### src/logic/ai_timing_pkg.sv
// Shared types and constants for the analog input timing engine
package ai_timing_pkg;

	localparam int CLK_HZ = 100_000_000;
	localparam int CYC_PER_US = CLK_HZ / 1_000_000;
	localparam int SETTLE_PAD_US = 10;
	localparam int SETTLE_PAD_CYCLES = SETTLE_PAD_US * CYC_PER_US;
	localparam int NUM_ENGINES = 8;
	localparam int CNT_W = 24;
	localparam int TERM_W = 3;
	localparam int CH_W = 5;
	localparam int TIME_W = 64;
	localparam int RATE_W = 3;
	localparam int SAMPLE_W = 24;
	localparam int FIFO_DEPTH = 16;

	// Index of extra synchronised inputs above the terminal bits
	localparam int IDX_COUNTER = 0;
	localparam int IDX_ANALOG = 1;
	localparam int IDX_TIMEBASE = 2;
	localparam int EXTRA_INPUTS = 3;

	typedef enum logic [2:0] {
		SRC_SOFTWARE,
		SRC_TERMINAL,
		SRC_COUNTER,
		SRC_ANALOG,
		SRC_TIME
	} trig_src_t;

	typedef enum logic [1:0] {
		ROUTE_NONE,
		ROUTE_SAMPLE,
		ROUTE_START,
		ROUTE_REF
	} route_t;

	// Oversample timebases 10 MHz, 12.8 MHz, 13.1072 MHz, slowest first
	typedef enum logic [1:0] {
		OS_10M,
		OS_12M8,
		OS_13M1072
	} oversample_t;

	typedef struct packed {
		logic timebase_ext;
		logic [CNT_W-1:0] timebase_div;
		logic finite;
		logic ref_en;
		logic [CNT_W-1:0] sample_count;
		logic [CNT_W-1:0] pretrig_count;
		logic [CNT_W-1:0] buffer_size;
		logic [CNT_W-1:0] start_delay;
		trig_src_t start_src;
		logic [TERM_W-1:0] start_term;
		logic start_falling;
		logic [TIME_W-1:0] trig_time;
		trig_src_t ref_src;
		logic [TERM_W-1:0] ref_term;
		logic ref_falling;
		logic pause_en;
		trig_src_t pause_src;
		logic [TERM_W-1:0] pause_term;
		logic pause_high;
		logic [CH_W-1:0] scan_chans;
		logic [CNT_W-1:0] conv_cycles;
		logic ssh_en;
		logic dsm_en;
		logic [RATE_W-1:0] dsm_rates;
		logic slow_en;
		logic [CNT_W-1:0] slow_period;
	} cfg_t;

	typedef struct packed {
		logic busy;
		logic ref_armed;
		logic triggered;
		logic done;
		logic paused;
	} status_t;

endpackage : ai_timing_pkg

### src/logic/ai_timing_engine.sv
// One analog input timing engine: triggers, sample clock, convert pulses, buffer
`timescale 1ns/1ns
module ai_timing_engine
	import ai_timing_pkg::*;
#(
	parameter int ENGINE_INDEX = 0,
	parameter int NUM_TERMS = 8,
	parameter int BUF_DEPTH = FIFO_DEPTH
) (
	input wire logic clock,
	input wire logic reset_n,
	input wire cfg_t cfg,
	input wire logic commit,
	input wire logic sw_start,
	input wire logic sw_stop,
	input wire logic [NUM_TERMS-1:0] terminal_in,
	input wire logic counter_out,
	input wire logic analog_event,
	input wire logic timebase_in,
	input wire logic [TIME_W-1:0] device_time,
	input wire route_t [NUM_TERMS-1:0] term_route,
	output logic [NUM_TERMS-1:0] terminal_out,
	output logic sample_clock,
	output logic start_trig_out,
	output logic ref_trig_out,
	output logic convert_pulse,
	output logic [CH_W-1:0] convert_chan,
	output logic ssh_sample,
	output logic dsm_sync,
	output oversample_t os_sel,
	output logic slow_convert,
	output logic slow_reuse,
	input wire logic adc_valid,
	output logic adc_ready,
	input wire logic [SAMPLE_W-1:0] adc_data,
	output logic out_valid,
	input wire logic out_ready,
	output logic [SAMPLE_W-1:0] out_data,
	output status_t status
);
	localparam int NS = NUM_TERMS + EXTRA_INPUTS;

	initial begin
		if (ENGINE_INDEX < 0 || ENGINE_INDEX >= NUM_ENGINES)
			$error("ai_timing_engine: engine index out of range");
		if (NUM_TERMS < 1 || NUM_TERMS > (1 << TERM_W))
			$error("ai_timing_engine: unsupported terminal count");
	end

	typedef enum logic [2:0] {
		ST_IDLE,
		ST_WAIT_START,
		ST_DELAY,
		ST_RUN,
		ST_POST,
		ST_DONE
	} fsm_t;

	typedef struct packed {
		logic [NS-1:0] s1;
		logic [NS-1:0] s2;
		logic [NS-1:0] s3;
		fsm_t fsm;
		logic [CNT_W-1:0] tb_cnt;
		logic [CNT_W-1:0] delay_cnt;
		logic [CNT_W-1:0] smp_cnt;
		logic [CNT_W-1:0] pre_cnt;
		logic [CNT_W-1:0] post_cnt;
		logic ref_armed;
		logic triggered;
		logic paused;
		logic [CH_W-1:0] conv_left;
		logic [CNT_W-1:0] conv_cnt;
		logic [CNT_W-1:0] conv_gap;
		logic [CNT_W-1:0] slow_cnt;
		logic sc_pulse;
		logic st_pulse;
		logic rt_pulse;
		logic conv_pulse;
		logic [CH_W-1:0] conv_chan;
		logic ssh_pulse;
		logic sync_pulse;
		oversample_t os_sel;
		logic slow_conv;
		logic slow_reuse;
		logic [NUM_TERMS-1:0] term_out;
	} state_t;

	state_t q, d;
	logic [1:0] rst_q;
	logic rst_n_s;
	logic [NS-1:0] rise, fall;
	logic acquiring, fifo_full, discard, fifo_valid, fifo_in_ready;

	// Reset release through two flops
	always_ff @(posedge clock or negedge reset_n) begin
		if (!reset_n)
			rst_q <= 2'h0;
		else
			rst_q <= {rst_q[0], 1'h1};
	end
	assign rst_n_s = rst_q[1];

	// Pick a synchronised bit by source and terminal index
	function automatic logic pick(input trig_src_t src, input logic [TERM_W-1:0] term,
			input logic [NS-1:0] v);
		logic r;
		r = 1'h0;
		case (src)
			SRC_TERMINAL: r = v[term];
			SRC_COUNTER: r = v[NUM_TERMS + IDX_COUNTER];
			SRC_ANALOG: r = v[NUM_TERMS + IDX_ANALOG];
			default: r = 1'h0;
		endcase
		return r;
	endfunction : pick

	// Convert spacing: conversion time plus padding, or even split
	function automatic logic [CNT_W-1:0] gap_of(input cfg_t c);
		logic [CNT_W-1:0] pad;
		logic [CNT_W-1:0] even;
		pad = c.conv_cycles + CNT_W'(SETTLE_PAD_CYCLES);
		even = (c.scan_chans == '0) ? pad : c.timebase_div / CNT_W'(c.scan_chans);
		if (even < pad)
			pad = even;
		if (pad == '0)
			pad = CNT_W'(1);
		return pad;
	endfunction : gap_of

	// Fastest oversample timebase among the requested ones
	function automatic oversample_t fastest(input logic [RATE_W-1:0] m);
		oversample_t r;
		r = OS_13M1072;
		if (m[OS_13M1072])
			r = OS_13M1072;
		else if (m[OS_12M8])
			r = OS_12M8;
		else if (m[OS_10M])
			r = OS_10M;
		return r;
	endfunction : fastest

	assign rise = q.s2 & ~q.s3;
	assign fall = ~q.s2 & q.s3;
	assign acquiring = q.fsm == ST_RUN || q.fsm == ST_POST;

	always_comb begin
		logic tick, start_ev, ref_ev, pause_lvl, sample_now, stop;
		d = q;
		tick = 1'h0;
		start_ev = 1'h0;
		ref_ev = 1'h0;
		pause_lvl = 1'h0;
		sample_now = 1'h0;
		stop = 1'h0;
		d.s1 = {timebase_in, analog_event, counter_out, terminal_in};
		d.s2 = q.s1;
		d.s3 = q.s2;
		d.sc_pulse = 1'h0;
		d.st_pulse = 1'h0;
		d.rt_pulse = 1'h0;
		d.conv_pulse = 1'h0;
		d.ssh_pulse = 1'h0;
		d.sync_pulse = 1'h0;
		d.slow_conv = 1'h0;

		tick = cfg.timebase_ext ? rise[NUM_TERMS + IDX_TIMEBASE] : 1'h1;
		case (cfg.start_src)
			SRC_SOFTWARE: start_ev = sw_start;
			SRC_TIME: start_ev = device_time >= cfg.trig_time;
			SRC_ANALOG: start_ev = pick(cfg.start_src, cfg.start_term, rise);
			default: start_ev = cfg.start_falling ?
				pick(cfg.start_src, cfg.start_term, fall) :
				pick(cfg.start_src, cfg.start_term, rise);
		endcase
		ref_ev = cfg.ref_falling ? pick(cfg.ref_src, cfg.ref_term, fall) :
			pick(cfg.ref_src, cfg.ref_term, rise);
		pause_lvl = pick(cfg.pause_src, cfg.pause_term, q.s2);
		d.paused = cfg.pause_en && (pause_lvl == cfg.pause_high);

		case (q.fsm)
			ST_IDLE, ST_DONE: begin
				if (commit) begin
					d.fsm = ST_WAIT_START;
					d.smp_cnt = '0;
					d.pre_cnt = '0;
					d.ref_armed = 1'h0;
					d.triggered = 1'h0;
					d.tb_cnt = '0;
					d.os_sel = fastest(cfg.dsm_rates);
					d.sync_pulse = cfg.dsm_en;
					d.slow_conv = cfg.slow_en;
					d.slow_cnt = cfg.slow_period;
					d.slow_reuse = 1'h0;
				end
			end
			ST_WAIT_START: begin
				if (sw_stop) begin
					d.fsm = ST_IDLE;
				end else if (start_ev) begin
					d.st_pulse = 1'h1;
					d.delay_cnt = cfg.start_delay;
					d.fsm = ST_DELAY;
				end
			end
			ST_DELAY: begin
				if (sw_stop) begin
					d.fsm = ST_IDLE;
				end else if (q.delay_cnt == '0 || cfg.timebase_ext) begin
					d.fsm = ST_RUN;
					d.tb_cnt = cfg.timebase_div - 1'b1;
				end else begin
					d.delay_cnt = q.delay_cnt - 1'b1;
				end
			end
			ST_RUN, ST_POST: begin
				if (tick && !d.paused) begin
					if (q.tb_cnt >= cfg.timebase_div - 1'b1) begin
						d.tb_cnt = '0;
						sample_now = 1'h1;
					end else begin
						d.tb_cnt = q.tb_cnt + 1'b1;
					end
				end
				if (sample_now) begin
					d.sc_pulse = 1'h1;
					d.ssh_pulse = cfg.ssh_en;
					d.conv_left = cfg.scan_chans;
					d.conv_chan = '0;
					d.conv_cnt = '0;
					d.conv_gap = gap_of(cfg);
					d.smp_cnt = q.smp_cnt + 1'b1;
					if (q.pre_cnt < cfg.pretrig_count)
						d.pre_cnt = q.pre_cnt + 1'b1;
					if (cfg.slow_en) begin
						d.slow_reuse = q.slow_cnt != '0;
						d.slow_conv = q.slow_cnt == '0;
					end
					if (q.fsm == ST_POST) begin
						d.post_cnt = q.post_cnt - 1'b1;
						stop = q.post_cnt <= CNT_W'(1);
					end else if (cfg.finite && !cfg.ref_en) begin
						stop = d.smp_cnt >= cfg.sample_count;
					end
				end
				// Armed only once the pretrigger samples are in
				d.ref_armed = cfg.ref_en && cfg.finite && q.fsm == ST_RUN &&
					q.pre_cnt >= cfg.pretrig_count;
				if (q.fsm == ST_RUN && q.ref_armed && ref_ev) begin
					d.rt_pulse = 1'h1;
					d.triggered = 1'h1;
					d.ref_armed = 1'h0;
					d.post_cnt = cfg.buffer_size - cfg.pretrig_count;
					d.fsm = ST_POST;
					if (d.post_cnt == '0)
						stop = 1'h1;
				end
				if (stop || sw_stop)
					d.fsm = ST_DONE;
			end
			default: d.fsm = ST_IDLE;
		endcase

		// Slow module conversion interval
		if (d.slow_conv)
			d.slow_cnt = cfg.slow_period;
		else if (q.slow_cnt != '0)
			d.slow_cnt = q.slow_cnt - 1'b1;

		// Convert pulse sequencer for the scanned module
		if (q.conv_left != '0 && !sample_now) begin
			if (q.conv_cnt == '0) begin
				d.conv_pulse = 1'h1;
				// Index of the channel converted by this pulse, counting up from zero
				d.conv_chan = cfg.scan_chans - q.conv_left;
				d.conv_left = q.conv_left - 1'b1;
				d.conv_cnt = q.conv_gap - 1'b1;
			end else begin
				d.conv_cnt = q.conv_cnt - 1'b1;
			end
		end

		for (int i = 0; i < NUM_TERMS; i++) begin
			case (term_route[i])
				ROUTE_SAMPLE: d.term_out[i] = d.sc_pulse;
				ROUTE_START: d.term_out[i] = d.st_pulse;
				ROUTE_REF: d.term_out[i] = d.rt_pulse;
				default: d.term_out[i] = 1'h0;
			endcase
		end
	end

	always_ff @(posedge clock or negedge rst_n_s) begin
		if (!rst_n_s)
			q <= '0;
		else
			q <= d;
	end

	// Oldest word dropped so pre and posttrigger samples keep landing
	assign discard = acquiring && cfg.ref_en && fifo_full && adc_valid;
	assign adc_ready = acquiring && fifo_in_ready;
	assign out_valid = fifo_valid && !discard;

	sample_fifo #(
		.WIDTH(SAMPLE_W),
		.DEPTH(BUF_DEPTH)
	) u_fifo (
		.clock(clock),
		.rst_n(rst_n_s),
		.in_valid(adc_valid && acquiring),
		.in_ready(fifo_in_ready),
		.in_data(adc_data),
		.out_valid(fifo_valid),
		.out_ready(out_ready || discard),
		.out_data(out_data),
		.full(fifo_full)
	);

	assign terminal_out = q.term_out;
	assign sample_clock = q.sc_pulse;
	assign start_trig_out = q.st_pulse;
	assign ref_trig_out = q.rt_pulse;
	assign convert_pulse = q.conv_pulse;
	assign convert_chan = q.conv_chan;
	assign ssh_sample = q.ssh_pulse;
	assign dsm_sync = q.sync_pulse;
	assign os_sel = q.os_sel;
	assign slow_convert = q.slow_conv;
	assign slow_reuse = q.slow_reuse;
	assign status = '{busy: q.fsm != ST_IDLE && q.fsm != ST_DONE,
		ref_armed: q.ref_armed, triggered: q.triggered,
		done: q.fsm == ST_DONE, paused: q.paused};

endmodule : ai_timing_engine

### src/logic/sample_fifo.sv
// Sample FIFO with valid/ready on both sides
`timescale 1ns/1ns
module sample_fifo #(
	parameter int WIDTH = 24,
	parameter int DEPTH = 16
) (
	input wire logic clock,
	input wire logic rst_n,
	input wire logic in_valid,
	output logic in_ready,
	input wire logic [WIDTH-1:0] in_data,
	output logic out_valid,
	input wire logic out_ready,
	output logic [WIDTH-1:0] out_data,
	output logic full
);
	localparam int AW = $clog2(DEPTH);

	initial begin
		if (DEPTH < 2 || (1 << AW) != DEPTH || WIDTH < 1)
			$error("sample_fifo: DEPTH must be a power of two >= 2");
	end

	typedef struct packed {
		logic [DEPTH-1:0][WIDTH-1:0] mem;
		logic [AW-1:0] rd;
		logic [AW-1:0] wr;
		logic [AW:0] cnt;
	} fifo_state_t;

	fifo_state_t q, d;
	logic push, pop;

	assign full = q.cnt == (AW+1)'(DEPTH);
	assign out_valid = q.cnt != '0;
	// A full FIFO still takes a word when one leaves in the same cycle
	assign in_ready = !full || out_ready;
	assign push = in_valid && in_ready;
	assign pop = out_valid && out_ready;
	assign out_data = q.mem[q.rd];

	always_comb begin
		d = q;
		if (push) begin
			d.mem[q.wr] = in_data;
			d.wr = q.wr + 1'b1;
		end
		if (pop)
			d.rd = q.rd + 1'b1;
		if (push && !pop)
			d.cnt = q.cnt + 1'b1;
		else if (pop && !push)
			d.cnt = q.cnt - 1'b1;
	end

	always_ff @(posedge clock or negedge rst_n) begin
		if (!rst_n)
			q <= '0;
		else
			q <= d;
	end

endmodule : sample_fifo

### config.mk
export PLATFORM = sky130hd
export DESIGN_NAME = ai_timing_engine
export DESIGN_NICKNAME = d
export VERILOG_FILES = /design/src/logic/ai_timing_pkg.sv /design/src/logic/ai_timing_engine.sv /design/src/logic/sample_fifo.sv
export SDC_FILE = /design/constraint.sdc
export NUM_CORES = 2
export LEC_CHECK = 0
export BUFFER_PORTS_ARGS = -buffer_cell sky130_fd_sc_hd__buf_2
export CAP_MARGIN = 20
export CELL_PAD_IN_SITES_DETAIL_PLACEMENT = 1
export CELL_PAD_IN_SITES_GLOBAL_PLACEMENT = 2
export CORE_ASPECT_RATIO = 1.5
export CORE_MARGIN = 3
export CORE_UTILIZATION = 39
export CTS_CLUSTER_SIZE = 30
export DETAILED_ROUTE_END_ITERATION = 8
export PLACE_DENSITY_LB_ADDON = 0.08
export SETUP_SLACK_MARGIN = 0.05
export SYNTH_ARGS = -nofsm -noshare
export SYNTH_HDL_FRONTEND = slang
export SYNTH_SLANG_ARGS = --single-unit
### constraint.sdc
create_clock -name clock -period 22.9 [get_ports clock]
set_input_delay 3.435 -clock clock [delete_from_list [all_inputs] [get_ports clock]]
set_output_delay 3.435 -clock clock [all_outputs]
set_load 0.01 [all_outputs]
==> flow_metrics.env <==
export IMPL_hold_ws_ns=0.3398
export IMPL_crit_type="input pin to register"
export IMPL_grt_pass1_vias=49340
export IMPL_synth_cells=4985
export IMPL_synth_edf_count=0
export IMPL_maxSlewViolCount=0
export IMPL_finClkSkew_ns=0.03373
export IMPL_status="finished with violations"
export IMPL_grt_start_max_net_pins=174
export IMPL_numCtsBuffers=69
export IMPL_die_area_mm2=0.1278
export IMPL_start_util_pct=39.34
export IMPL_dieWidth_um=292.9
export IMPL_synthTopCellsByArea="dfrtp_1 34%, mux2_2 9.7%, ha_1 8.3%"
export IMPL_syn2layout_area_growth_pct=32.35
export IMPL_synth_top_family_by_area="simple AND/OR/NAND/NOR gates"
export IMPL_fmax_mhz=21.76
export IMPL_final_layout_size_suffix_gt1_share_pct=39.17
export IMPL_rsz0062_at_grt="yes"
export IMPL_antenna_found_initial=27
export IMPL_clk_latency_ns=0.67
export IMPL_async_reset_ff_share_pct=100.0
export IMPL_pin_count=444
export IMPL_postSynthAreaPerCell_um2=9.657
export IMPL_synthTopCellsByCount="658 x dfrtp_1, 413 x mux2_2, 381 x nor2_1"
export IMPL_dr_total_vias=45270
export IMPL_seq_area_mm2=0.01648
export IMPL_path_clk_slew_ns=0.07
export IMPL_synth_warning_count=0
export IMPL_dp_slack_ns=-23.90
export IMPL_synth_flop_cell="dfrtp_1"
export IMPL_track_usage_pct=27.43
export IMPL_gp_congestion=0.9079
export IMPL_synth_compound_area_share_pct=15.89
export IMPL_syn_cell_area_mm2=0.04814
export IMPL_seq_area_frac_synth_pct=34.20
export IMPL_fin_cells=8089
export IMPL_overflow=0
export IMPL_dp_hpwl_um=132500
export IMPL_core_area_mm2=0.1224
export IMPL_nets=7138
export IMPL_routed_wl_um=179700
export IMPL_htreeDepth=3
export IMPL_cts_sinks=658
export IMPL_cts_tree="built"
export IMPL_fin_crit_sh_pct=200.6
export IMPL_drc=0
export IMPL_firstDrtPassIters=5
export IMPL_dp_cells=7708
export IMPL_post_route_cell_area_mm2=0.06371
export IMPL_synth_xor_area_share_pct=4.016
export IMPL_slowest_stage="or4_4"
export IMPL_yosys_area_top_type_share_pct=34.20
export IMPL_synth_mux_area_share_pct=16.51
export IMPL_worstHoldPathType="register to async pin"
export IMPL_port_buffers=443
export IMPL_cts_buffer_depth=3
export IMPL_timing_final_ws_setup_ns=-23.05
export IMPL_clockRootBuffer="clkbuf_16"
export IMPL_avgViaCountPerCell=5.597
export IMPL_multi_input_area_mm2=0.03091
export IMPL_crit_fanout=7
export IMPL_worst_slew_pin_slew_ns=1.010
export IMPL_path_common_cell="o21a_1"
export IMPL_synth_area_leader_cell="dfrtp_1"
export IMPL_setup_violations=24
export IMPL_failed_checks="setup timing"
export IMPL_drtAntennaViolNets=0
export IMPL_maxSlewHeadroom_pct=32.50
export IMPL_post_dp_cell_area_mm2=0.05888
export IMPL_ctsHoldBuffers=0
export IMPL_arrival_ns=46.49
export IMPL_synth_most_common_cell="dfrtp_1"
export IMPL_endpoint_kind="register"
export IMPL_synthAdderAreaFrac_pct=8.390
export IMPL_max_stage_delay_ns=0.52
export IMPL_rows=157
export IMPL_drt_iter0_drc=1863
export IMPL_cp_required_ns=23.44
export IMPL_synth_nets=5696
export IMPL_min_period_ns=45.95
export IMPL_yosysUniqueCellTypes=121
export IMPL_post_drt_wl_per_cell_um=22.22
export IMPL_nFillCells=14030
export IMPL_synthSimpleGateAreaFrac_pct=17.18
export IMPL_die_h_um=436.3
export IMPL_hold_violations=0
export IMPL_start_kind="input pin"
export IMPL_drv_cap=0
export IMPL_synth_seq_cells=658
export IMPL_grt_pass1_wl_um=277000
sequential cells by signal, indices dropped and copies added, names as in the netlist, 2 cells and up:
signal        count
u_fifo.q        397
q               211
d                22
terminal_out      8
convert_chan      5
status            3
os_sel            2
rst_q             2
per-layer routing:
metal | vias up | share of wire (%) | track usage [%]
li1 | 21320 | - | -
met1 | 22780 | 39 | 30.33
met2 | 809 | 53 | 51.93
met3 | 356 | 3.8 | 3.794
met4 | 16 | 4.3 | 11.69
met5 | - | 0.051 | 0
cells in the final DEF, fill, tap and decap left out, drive strengths merged, types with 14 or more instances in the layout:
cell    instances
a211o          14
a211oi         51
a21o           72
a21oi         231
a22o           25
a22oi          22
a31oi          38
and2           38
and3           76
buf          1605
clkbuf         96
clkinv         17
dfrtp         658
diode          19
ha            318
inv           217
mux2          416
mux2i          32
mux4          130
nand2         376
nand2b        100
nand3         106
nand3b         15
nand4          64
nor2          385
nor2b          79
nor3          143
nor4           60
o211ai         48
o21a           76
o21ai         326
o22ai          25
o31ai          41
o32ai          22
or2            30
or3            52
or4            41
xnor2         128
xor2           91
critical path: cells and delay by family:
kind / cells / cell delay [ns]
AOI/OAI and AO/OA: 109 / 18.40
adders and majority gates: 22 / 5.96
buffers and inverters: 25 / 3.09
muxes: 6 / 1.67
and+or+nand+nor: 85 / 13.85
metrics by stage:
step	utilization (%)	TNS (ns)
after floorplan	-	-580.75
after global placement	48.11	-533.85
after detailed placement	48.11	-572.56
after CTS	51.40	-527.98
after global routing	52.03	-611.45
final	52.06	-551.57
cell type report:
class / count / share of cell area, %
multi-input cells: 3876 / 48.51
flip-flops and latches: 658 / 25.86
repair buffers: 1607 / 17.41
well taps: 1590 / 3.123
clock buffers: 94 / 3.032
inverters: 215 / 1.273
clock inverters: 30 / 0.7109
diodes: 19 / 0.07463
path summary, 6_finish.rpt:
check / start / end / slack (ns) / cells after the start
min in group clock: d[245] / d[234] / 0.35 / 0
min reg2reg: rst_q[1] / u_fifo.q[194] / 0.34 / 0
max in group asynchronous: rst_q[1] / q[230] / 18.51 / 4
max: cfg[56] / q[59] / -23.05 / 247
min: rst_q[1] / u_fifo.q[194] / 0.34 / 0
max reg2reg: q[208] / q[45] / 16.89 / 30
timing repair:
action | CTS | global route
buffers inserted | 173 | 61
pin swaps | 76 | 62
endpoints found under the setup margin | 24 | 24
resized for setup | 60 | 53
gates cloned | 1 | 2
cell families after synthesis:
| logic type | Yosys count |
|---|---|
| and+or+nand+nor | 1612 |
| AOI/OAI and AO/OA | 1144 |
| DFF | 658 |
| muxes | 578 |
| buffers and inverters | 452 |
| adders and majority gates | 321 |
| xor gates and xnor gates | 219 |
| other | 1 |
Power is not shown: default switching activity piles up to over one toggle a cycle in this logic, so the estimate is an artifact.
